[src/synth_cfg_pkg.sv]
package synth_cfg_pkg;

    // ------------------------------------------------------------
    // Register byte addresses
    // ------------------------------------------------------------
    localparam logic [7:0] RATIO_BASE     = 8'h6C;
    localparam logic [7:0] SELECT_ADDR    = 8'h70;
    localparam logic [7:0] ENABLE_ADDR    = 8'h71;
    localparam logic [7:0] CRITERION_ADDR = 8'h72;
    localparam logic [7:0] TRIM_BASE      = 8'h73;
    localparam int         WIDE_BYTES     = 4;

    // ------------------------------------------------------------
    // Reset values
    // ------------------------------------------------------------
    localparam logic [31:0] RATIO_RESET     = 32'h00010001;
    localparam logic [7:0]  SELECT_RESET    = 8'hE4;
    localparam logic [7:0]  ENABLE_RESET    = 8'h03;
    localparam logic [7:0]  CRITERION_RESET = 8'h00;
    localparam logic [31:0] TRIM_RESET      = 32'h046AAAAB;

    // ------------------------------------------------------------
    // Field layout
    // ------------------------------------------------------------
    localparam int DENOM_LSB  = 0;
    localparam int NUMER_LSB  = 16;
    localparam int RATIO_W    = 16;
    localparam int SEL_W      = 2;
    localparam int GEN_COUNT  = 4;
    localparam int CRIT_W     = 2;
    localparam int LOOP_B_LSB = 2;
    localparam int PRODUCT_W  = 51;
    localparam logic [3:0] SYNTH_MULT = 4'h8;

    // ------------------------------------------------------------
    // Codes
    // ------------------------------------------------------------
    typedef enum logic [1:0] {
        LOOP_FIRST  = 2'h0,
        LOOP_SECOND = 2'h1,
        LOOP_RSV_A  = 2'h2,
        LOOP_RSV_B  = 2'h3
    } loop_sel_e;

    typedef enum logic [1:0] {
        CRIT_36US_10S = 2'h0,
        CRIT_1US_1S   = 2'h1,
        CRIT_10US_1S  = 2'h2,
        CRIT_10US_10S = 2'h3
    } criterion_e;

    typedef enum logic [1:0] {
        QUAL_IDLE    = 2'h0,
        QUAL_RUNNING = 2'h1,
        QUAL_LOCKED  = 2'h3
    } qual_state_e;

    // ------------------------------------------------------------
    // Timing
    // ------------------------------------------------------------
    localparam longint CLOCK_HZ          = 125000000;
    localparam longint LONG_INTERVAL_S   = 10;
    localparam longint SHORT_INTERVAL_S  = 1;
    localparam logic [31:0] LONG_CYCLES  = 32'(LONG_INTERVAL_S * CLOCK_HZ);
    localparam logic [31:0] SHORT_CYCLES = 32'(SHORT_INTERVAL_S * CLOCK_HZ);
    localparam longint BOUND_36_US       = 36;
    localparam longint BOUND_10_US       = 10;
    localparam longint BOUND_1_US        = 1;
    localparam longint NS_PER_US         = 1000;
    localparam logic [31:0] BOUND_36_NS  = 32'(BOUND_36_US * NS_PER_US);
    localparam logic [31:0] BOUND_10_NS  = 32'(BOUND_10_US * NS_PER_US);
    localparam logic [31:0] BOUND_1_NS   = 32'(BOUND_1_US * NS_PER_US);

endpackage : synth_cfg_pkg

[src/synth_routing_lock_config.sv]
`timescale 1ns/1ns
// Summary of operation
// - Ratio register: denominator low, numerator high
// - Rate equals base times multiplier times eight times ratio
// - Source-select byte, two bits per generator
// - Code 00 first loop, 01 second, rest reserved
// - Enable bit n gates generator n output
// - Lock-criterion byte, two bits per loop
// - Lock only after error stays under bound
// - Four-byte frequency trim register with reset default
// - Trim is signed, shared by all generators
// - Base frequency is taken directly in hertz
module synth_routing_lock_config #(
    parameter logic [31:0] LONG_CYCLES  = synth_cfg_pkg::LONG_CYCLES,
    parameter logic [31:0] SHORT_CYCLES = synth_cfg_pkg::SHORT_CYCLES
) (
    // Clock and reset
    input  wire logic        clock,
    input  wire logic        nrst,
    // Register port from the serial host interface
    input  wire logic [7:0]  reg_addr,
    input  wire logic [7:0]  reg_wdata,
    input  wire logic        reg_write,
    input  wire logic        reg_read,
    output logic [7:0]       reg_rdata,
    // Neighbouring rate settings of the fourth generator
    input  wire logic [15:0] base_frequency_hz,
    input  wire logic [15:0] base_multiplier,
    // Loop phase error magnitudes
    input  wire logic [31:0] loop_a_phase_error_ns,
    input  wire logic [31:0] loop_b_phase_error_ns,
    // Fourth generator rate
    output logic [15:0]      fourth_gen_numerator,
    output logic [15:0]      fourth_gen_denominator,
    output logic [50:0]      fourth_gen_rate_product,
    // Generator routing and enables
    output logic [1:0]       gen0_source_select,
    output logic [1:0]       gen1_source_select,
    output logic [1:0]       gen2_source_select,
    output logic [1:0]       gen3_source_select,
    output logic [3:0]       gen_second_loop,
    output logic [3:0]       gen_route_valid,
    output logic [3:0]       gen_output_enable,
    // Lock indication
    output logic [1:0]       loop_a_lock_criterion,
    output logic [1:0]       loop_b_lock_criterion,
    output logic             first_tracking_loop_locked,
    output logic             second_tracking_loop_locked,
    // Global trim
    output logic signed [31:0] frequency_trim
);

    // ------------------------------------------------------------
    // Register storage
    // ------------------------------------------------------------
    logic [31:0] ratio_q, ratio_d;
    logic [7:0]  select_q, select_d;
    logic [7:0]  enable_q, enable_d;
    logic [7:0]  criterion_q, criterion_d;
    logic [31:0] trim_q, trim_d;
    logic [7:0]  rdata_q, rdata_d;

    always_comb begin
        ratio_d     = ratio_q;
        select_d    = select_q;
        enable_d    = enable_q;
        criterion_d = criterion_q;
        trim_d      = trim_q;
        if (reg_write) begin
            // Lowest address carries the most significant byte
            for (int k = 0; k < synth_cfg_pkg::WIDE_BYTES; k++) begin
                if (reg_addr == synth_cfg_pkg::RATIO_BASE + 8'(k)) begin
                    ratio_d[31 - 8 * k -: 8] = reg_wdata;
                end
                if (reg_addr == synth_cfg_pkg::TRIM_BASE + 8'(k)) begin
                    trim_d[31 - 8 * k -: 8] = reg_wdata;
                end
            end
            if (reg_addr == synth_cfg_pkg::SELECT_ADDR) begin
                select_d = reg_wdata;
            end
            if (reg_addr == synth_cfg_pkg::ENABLE_ADDR) begin
                enable_d = reg_wdata;
            end
            if (reg_addr == synth_cfg_pkg::CRITERION_ADDR) begin
                criterion_d = reg_wdata;
            end
        end
    end

    // New values drive the field outputs on the edge that takes the write; the rate product follows one edge later
    always_ff @(posedge clock or negedge nrst) begin
        if (!nrst) begin
            ratio_q     <= synth_cfg_pkg::RATIO_RESET;
            select_q    <= synth_cfg_pkg::SELECT_RESET;
            enable_q    <= synth_cfg_pkg::ENABLE_RESET;
            criterion_q <= synth_cfg_pkg::CRITERION_RESET;
            trim_q      <= synth_cfg_pkg::TRIM_RESET;
        end else begin
            ratio_q     <= ratio_d;
            select_q    <= select_d;
            enable_q    <= enable_d;
            criterion_q <= criterion_d;
            trim_q      <= trim_d;
        end
    end

    // ------------------------------------------------------------
    // Read path
    // ------------------------------------------------------------
    // Unmapped addresses read as zero; data holds between reads
    always_comb begin
        rdata_d = rdata_q;
        if (reg_read) begin
            rdata_d = 8'h00;
            for (int k = 0; k < synth_cfg_pkg::WIDE_BYTES; k++) begin
                if (reg_addr == synth_cfg_pkg::RATIO_BASE + 8'(k)) begin
                    rdata_d = ratio_q[31 - 8 * k -: 8];
                end
                if (reg_addr == synth_cfg_pkg::TRIM_BASE + 8'(k)) begin
                    rdata_d = trim_q[31 - 8 * k -: 8];
                end
            end
            if (reg_addr == synth_cfg_pkg::SELECT_ADDR) begin
                rdata_d = select_q;
            end
            if (reg_addr == synth_cfg_pkg::ENABLE_ADDR) begin
                rdata_d = enable_q;
            end
            if (reg_addr == synth_cfg_pkg::CRITERION_ADDR) begin
                rdata_d = criterion_q;
            end
        end
    end

    always_ff @(posedge clock or negedge nrst) begin
        if (!nrst) begin
            rdata_q <= 8'h00;
        end else begin
            rdata_q <= rdata_d;
        end
    end

    assign reg_rdata = rdata_q;

    // ------------------------------------------------------------
    // Fourth generator rate
    // ------------------------------------------------------------
    // Product is the rate times the denominator; the divide is left to the
    // synthesizer so no wide divider sits in this block
    logic [50:0] product_q, product_d;

    always_comb begin
        product_d = 51'(base_frequency_hz) * 51'(base_multiplier)
                  * 51'(synth_cfg_pkg::SYNTH_MULT)
                  * 51'(ratio_q[synth_cfg_pkg::NUMER_LSB +: synth_cfg_pkg::RATIO_W]);
    end

    always_ff @(posedge clock or negedge nrst) begin
        if (!nrst) begin
            product_q <= 51'h0;
        end else begin
            product_q <= product_d;
        end
    end

    assign fourth_gen_rate_product = product_q;
    assign fourth_gen_numerator    = ratio_q[synth_cfg_pkg::NUMER_LSB +: synth_cfg_pkg::RATIO_W];
    assign fourth_gen_denominator  = ratio_q[synth_cfg_pkg::DENOM_LSB +: synth_cfg_pkg::RATIO_W];

    // ------------------------------------------------------------
    // Routing and enables
    // ------------------------------------------------------------
    // Reserved codes clear the valid flag; the generator keeps its own
    // last good source rather than guessing one here
    genvar g;
    generate
        for (g = 0; g < synth_cfg_pkg::GEN_COUNT; g++) begin : gen_route
            logic [1:0] code;
            assign code = select_q[g * synth_cfg_pkg::SEL_W +: synth_cfg_pkg::SEL_W];
            assign gen_second_loop[g] = code == synth_cfg_pkg::LOOP_SECOND;
            assign gen_route_valid[g] = code == synth_cfg_pkg::LOOP_FIRST
                                     || code == synth_cfg_pkg::LOOP_SECOND;
            assign gen_output_enable[g] = enable_q[g];
        end
    endgenerate

    assign gen0_source_select = select_q[1:0];
    assign gen1_source_select = select_q[3:2];
    assign gen2_source_select = select_q[5:4];
    assign gen3_source_select = select_q[7:6];
    assign frequency_trim     = signed'(trim_q);

    // ------------------------------------------------------------
    // Lock qualification
    // ------------------------------------------------------------
    assign loop_a_lock_criterion = criterion_q[0 +: synth_cfg_pkg::CRIT_W];
    assign loop_b_lock_criterion = criterion_q[synth_cfg_pkg::LOOP_B_LSB +: synth_cfg_pkg::CRIT_W];

    lock_qualifier #(
        .LONG_CYCLES  (LONG_CYCLES),
        .SHORT_CYCLES (SHORT_CYCLES)
    ) u_loop_a (
        .clock          (clock),
        .nrst           (nrst),
        .criterion      (loop_a_lock_criterion),
        .phase_error_ns (loop_a_phase_error_ns),
        .locked         (first_tracking_loop_locked)
    );

    lock_qualifier #(
        .LONG_CYCLES  (LONG_CYCLES),
        .SHORT_CYCLES (SHORT_CYCLES)
    ) u_loop_b (
        .clock          (clock),
        .nrst           (nrst),
        .criterion      (loop_b_lock_criterion),
        .phase_error_ns (loop_b_phase_error_ns),
        .locked         (second_tracking_loop_locked)
    );
endmodule : synth_routing_lock_config

[src/lock_qualifier.sv]
`timescale 1ns/1ns
module lock_qualifier #(
    parameter logic [31:0] LONG_CYCLES  = synth_cfg_pkg::LONG_CYCLES,
    parameter logic [31:0] SHORT_CYCLES = synth_cfg_pkg::SHORT_CYCLES
) (
    // Clock and reset
    input  wire logic        clock,
    input  wire logic        nrst,
    // Criterion and measurement
    input  wire logic [1:0]  criterion,
    input  wire logic [31:0] phase_error_ns,
    // Indication
    output logic             locked
);

    synth_cfg_pkg::qual_state_e state_q, state_d;
    logic [31:0] count_q, count_d;
    logic [1:0]  crit_q, crit_d;
    logic [31:0] bound;
    logic [31:0] interval;
    logic        good;

    // ------------------------------------------------------------
    // Criterion decode
    // ------------------------------------------------------------
    always_comb begin
        case (synth_cfg_pkg::criterion_e'(criterion))
            synth_cfg_pkg::CRIT_36US_10S: begin
                bound    = synth_cfg_pkg::BOUND_36_NS;
                interval = LONG_CYCLES;
            end
            synth_cfg_pkg::CRIT_1US_1S: begin
                bound    = synth_cfg_pkg::BOUND_1_NS;
                interval = SHORT_CYCLES;
            end
            synth_cfg_pkg::CRIT_10US_1S: begin
                bound    = synth_cfg_pkg::BOUND_10_NS;
                interval = SHORT_CYCLES;
            end
            default: begin
                bound    = synth_cfg_pkg::BOUND_10_NS;
                interval = LONG_CYCLES;
            end
        endcase
    end

    assign good = phase_error_ns < bound;

    // ------------------------------------------------------------
    // Qualification
    // ------------------------------------------------------------
    // A new criterion restarts the interval so lock never rests on the old bound
    always_comb begin
        state_d = state_q;
        count_d = count_q;
        crit_d  = criterion;
        if (!good || criterion != crit_q) begin
            state_d = synth_cfg_pkg::QUAL_IDLE;
            count_d = 32'h00000000;
        end else begin
            case (state_q)
                synth_cfg_pkg::QUAL_IDLE: begin
                    state_d = synth_cfg_pkg::QUAL_RUNNING;
                    count_d = 32'h00000001;
                end
                synth_cfg_pkg::QUAL_RUNNING: begin
                    count_d = count_q + 32'h00000001;
                    if (count_d >= interval) begin
                        state_d = synth_cfg_pkg::QUAL_LOCKED;
                    end
                end
                synth_cfg_pkg::QUAL_LOCKED: begin
                    state_d = synth_cfg_pkg::QUAL_LOCKED;
                end
                default: begin
                    state_d = synth_cfg_pkg::QUAL_IDLE;
                end
            endcase
        end
    end

    always_ff @(posedge clock or negedge nrst) begin
        if (!nrst) begin
            state_q <= synth_cfg_pkg::QUAL_IDLE;
            count_q <= 32'h00000000;
            crit_q  <= 2'h0;
        end else begin
            state_q <= state_d;
            count_q <= count_d;
            crit_q  <= crit_d;
        end
    end

    assign locked = state_q == synth_cfg_pkg::QUAL_LOCKED;
endmodule : lock_qualifier

[config.mk]
export PLATFORM = sky130hd
export DESIGN_NAME = synth_routing_lock_config
export DESIGN_NICKNAME = d
export VERILOG_FILES = /design/src/synth_cfg_pkg.sv /design/src/synth_routing_lock_config.sv /design/src/lock_qualifier.sv
export SDC_FILE = /design/constraint.sdc
export NUM_CORES = 2
export LEC_CHECK = 0
export ABC_AREA = 1
export CORE_MARGIN = 10
export CORE_UTILIZATION = 30
export DETAILED_ROUTE_END_ITERATION = 12
export DONT_BUFFER_PORTS = 1
export GPL_TIMING_DRIVEN = 0
export PLACE_DENSITY = 0.53
export SLEW_MARGIN = 20
export SYNTH_ARGS = -nofsm -noshare
export SYNTH_HDL_FRONTEND = slang
export SYNTH_SLANG_ARGS = --single-unit
export TNS_END_PERCENT = 5
[constraint.sdc]
create_clock -name clock -period 7.8 [get_ports clock]
set_input_delay 1.56 -clock clock [delete_from_list [all_inputs] [get_ports clock]]
set_output_delay 1.56 -clock clock [all_outputs]
set_load 0.05 [all_outputs]
==> results.sh <==
export IMPL_maxSlewHeadroom_pct=22.2
export IMPL_cts_hold_buf=0
export IMPL_clockBufferDepth=3
export IMPL_r2r_start="ratio_q[28]$_DFFE_PN0P_"
export IMPL_dpl_instance_area_um2=39100
export IMPL_grt_pass1_wl_um=190000
export IMPL_r2r_cells=24
export IMPL_slew_viol_final=0
export IMPL_crit_slowest_cell="fa_1"
export IMPL_crit_top_cell="fa_1"
export IMPL_path_clk_slew_ns=0.06
export IMPL_clk_latency_ns=0.59
export IMPL_rsz0062_at_grt="yes"
export IMPL_worstMarginPinSlew_ns=1.17
export IMPL_avgSynthCellArea_um2=8.02
export IMPL_antenna_found_initial=5
export IMPL_hold_violations=0
export IMPL_wl_um=122000
export IMPL_core_um2=120000
export IMPL_startpoint_type="input pin"
export IMPL_cts_buffers=26
export IMPL_dp_slack_ns=-5.17
export IMPL_port_buffers=0
export IMPL_setup_slack_ns=-3.74
export IMPL_violations="setup timing"
export IMPL_drv_cap=0
export IMPL_io_pins=265
export IMPL_hpwl_um=101000
export IMPL_hold_path_class="reg2reg"
export IMPL_skew_ns=0.0244
export IMPL_synth_largest_area_cell="fa_1"
export IMPL_synth_flop_cell="dfrtp_1"
export IMPL_design_area_um2=42300
export IMPL_synth_top_cell_area_share_pct=33.7
export IMPL_yosysWarnings=0
export IMPL_utilization_pct=35.2
export IMPL_path_delay_family="adder cells"
export IMPL_fin_nets=5658
export IMPL_rows=127
export IMPL_clock_sinks=216
export IMPL_grt_pass1_vias=31005
export IMPL_worst_ep_required_time_ns=8.28
export IMPL_synth_cells=4534
export IMPL_fmax_ghz=0.0866
export IMPL_synth_seq_cells=216
export IMPL_setup_violations=41
export IMPL_viasPerCell=4.72
export IMPL_rrSetupSlack_ns=-0.32
export IMPL_arrival_ns=12.02
export IMPL_syn2layout_area_growth_pct=16.3
export IMPL_place_gp_congestion=0.924
export IMPL_endpoint_kind="flop"
export IMPL_initial_utilization_pct=30.3
export IMPL_status="finished with violations"
export IMPL_dp_cells=6148
export IMPL_ys_top_cells_by_area="fa_1, dfrtp_1, inv_1, nand2_1, ha_1"
export IMPL_synth_edf_count=0
export IMPL_drive_above_1_share_pct=14.0
export IMPL_grt_max_degree=217
export IMPL_worst_path_largest_cell_delay_ns=0.54
export IMPL_ys_seq_area_share_pct=14.9
export IMPL_post_layout_nonfiller_instances=6282
export IMPL_period_share_pct=148
export IMPL_die_w_um=368
export IMPL_hold_start="criterion_q[3]$_DFFE_PN0P_"
export IMPL_htreeDepth=1
export IMPL_drtIter0Drc=1765
export IMPL_worstSetupPathType="in2reg"
export IMPL_dr_pass1_iters=5
export IMPL_cp_max_fo=9
export IMPL_async_flop_share_pct=100
export IMPL_crit_buf_inv=16
export IMPL_ys_types=66
export IMPL_ant_nets=0
export IMPL_syn_area_um2=36400
export IMPL_root_buffer="clkbuf_16"
export IMPL_whs_path_depth=0
export IMPL_regToRegEndpoint="fourth_gen_rate_product[44]$_DFF_PN0_"
export IMPL_die_height_um=368
export IMPL_wl_per_cell_um=19.4
export IMPL_antennaDiodeCount=0
export IMPL_remaining_drc_errors=0
export IMPL_hold_end="u_loop_b.crit_q[1]$_DFF_PN0_"
export IMPL_cts_tree="done"
export IMPL_route_vias_total=29638
export IMPL_die_area_um2=135000
export IMPL_grt_usage_pct=17.9
export IMPL_period_minus_slack_ns=11.54
export IMPL_grt_overflow=0
## layout make-up
class,count,area [um2]
Buffer,190,1620
Tap cell,1612,2020
Inverter,1074,4050
Fill cell,12587,77800
Clock buffer,32,703
Clock inverter,16,196
Multi-Input combinational cell,3056,27600
Sequential cell,216,5430
Timing Repair Buffer,86,691
## what timing repair did
| action | in CTS | in global routing |
|---|---|---|
| resized for setup | 279 | 135 |
| setup endpoints to repair | 42 | 41 |
| buffers inserted | 57 | 28 |
| cloned | 0 | 1 |
| pin swaps | 82 | 83 |
## Yosys cell counts (14+ instances only)
| cell type | n |
|---|---|
| nor3_1 | 34 |
| o21ai_1 | 16 |
| nand4_1 | 41 |
| clkbuf_1 | 152 |
| dfrtp_1 | 194 |
| or2_2 | 65 |
| ha_1 | 280 |
| xnor2_1 | 26 |
| dfstp_2 | 22 |
| nand3_2 | 14 |
| inv_1 | 1054 |
| fa_1 | 612 |
| nor4_1 | 24 |
| nand2_1 | 987 |
| nor2_1 | 322 |
| o22ai_1 | 35 |
| or2_1 | 20 |
| a21oi_1 | 117 |
| buf_2 | 16 |
| xor2_1 | 69 |
| o21ai_0 | 154 |
| a31oi_1 | 25 |
| nand3_1 | 99 |
## layer usage
metal | track usage (%) | routed length, um
met5 | 0 | 34
met4 | 4.69 | 3620
met3 | 4.23 | 9750
met2 | 28.5 | 55000
met1 | 24.3 | 53400
## stage by stage
stage	setup TNS, ns	hold WS (ns)
floorplan	-111.85	0.429
global placement	-187.38	0.461
detailed placement	-183.10	0.469
CTS	-120.01	0.486
global route	-134.12	0.513
finish	-121.86	0.483
## worst max-delay path by stage
stage | start | endpoint | slack, ns | cells after the start
global route | base_multiplier[4] | fourth_gen_rate_product[44]$_DFF_PN0_ | -4.05 | 50
finish | base_multiplier[4] | fourth_gen_rate_product[44]$_DFF_PN0_ | -3.74 | 48
floorplan | base_frequency_hz[7] | fourth_gen_rate_product[49]$_DFF_PN0_ | -3.33 | 47
global placement | base_frequency_hz[4] | fourth_gen_rate_product[48]$_DFF_PN0_ | -5.30 | 39
detailed placement | base_frequency_hz[4] | fourth_gen_rate_product[46]$_DFF_PN0_ | -5.17 | 46
CTS | base_multiplier[7] | fourth_gen_rate_product[49]$_DFF_PN0_ | -3.63 | 47
## registers in the layout, indices dropped and copies added, names as in the netlist
signal and flops:
enable_q 8, frequency_trim 32, u_loop_b.crit_q 2, u_loop_a.state_q 2
ratio_q 32, reg_rdata 8, u_loop_a.crit_q 2, u_loop_a.count_q 32
select_q 8, criterion_q 8, u_loop_b.state_q 2, fourth_gen_rate_product 48
u_loop_b.count_q 32
## kinds of logic after synthesis
group                      after synthesis  synth area share, %
buffers and inverters                 1264                 13.3
and+or+nand+nor                       1651                 19.4
DFF                                    216                 14.9
adders and majority gates              892                 43.3
muxes                                    1               0.0275
other                                    1               0.0103
xor gates and xnor gates                99                 2.47
AOI/OAI and AO/OA                      410                 6.49
## placed cells by master (no fill, tap or decap), drive strengths merged, types with 4 or more instances in the layout
cell type,netlist,routed
o211ai,6,6
nor2,332,332
o221ai,6,6
or2,85,85
o21ai,172,172
o21bai,4,4
dfrtp,194,194
buf,38,137
nand2,999,999
xnor2,28,28
a221oi,6,6
clkinv,7,16
o21a,11,11
nor3,37,37
nand4,41,41
nand3,114,114
nor4,29,29
clkbuf,152,171
a21oi,122,122
inv,1067,1069
nand3b,6,6
xor2,71,71
dfstp,22,22
o22ai,35,35
a21o,5,5
a31oi,26,26
ha,280,280
fa,612,612
Power is not shown: default switching activity piles up to over one toggle a cycle in this logic, so the estimate is an artifact.
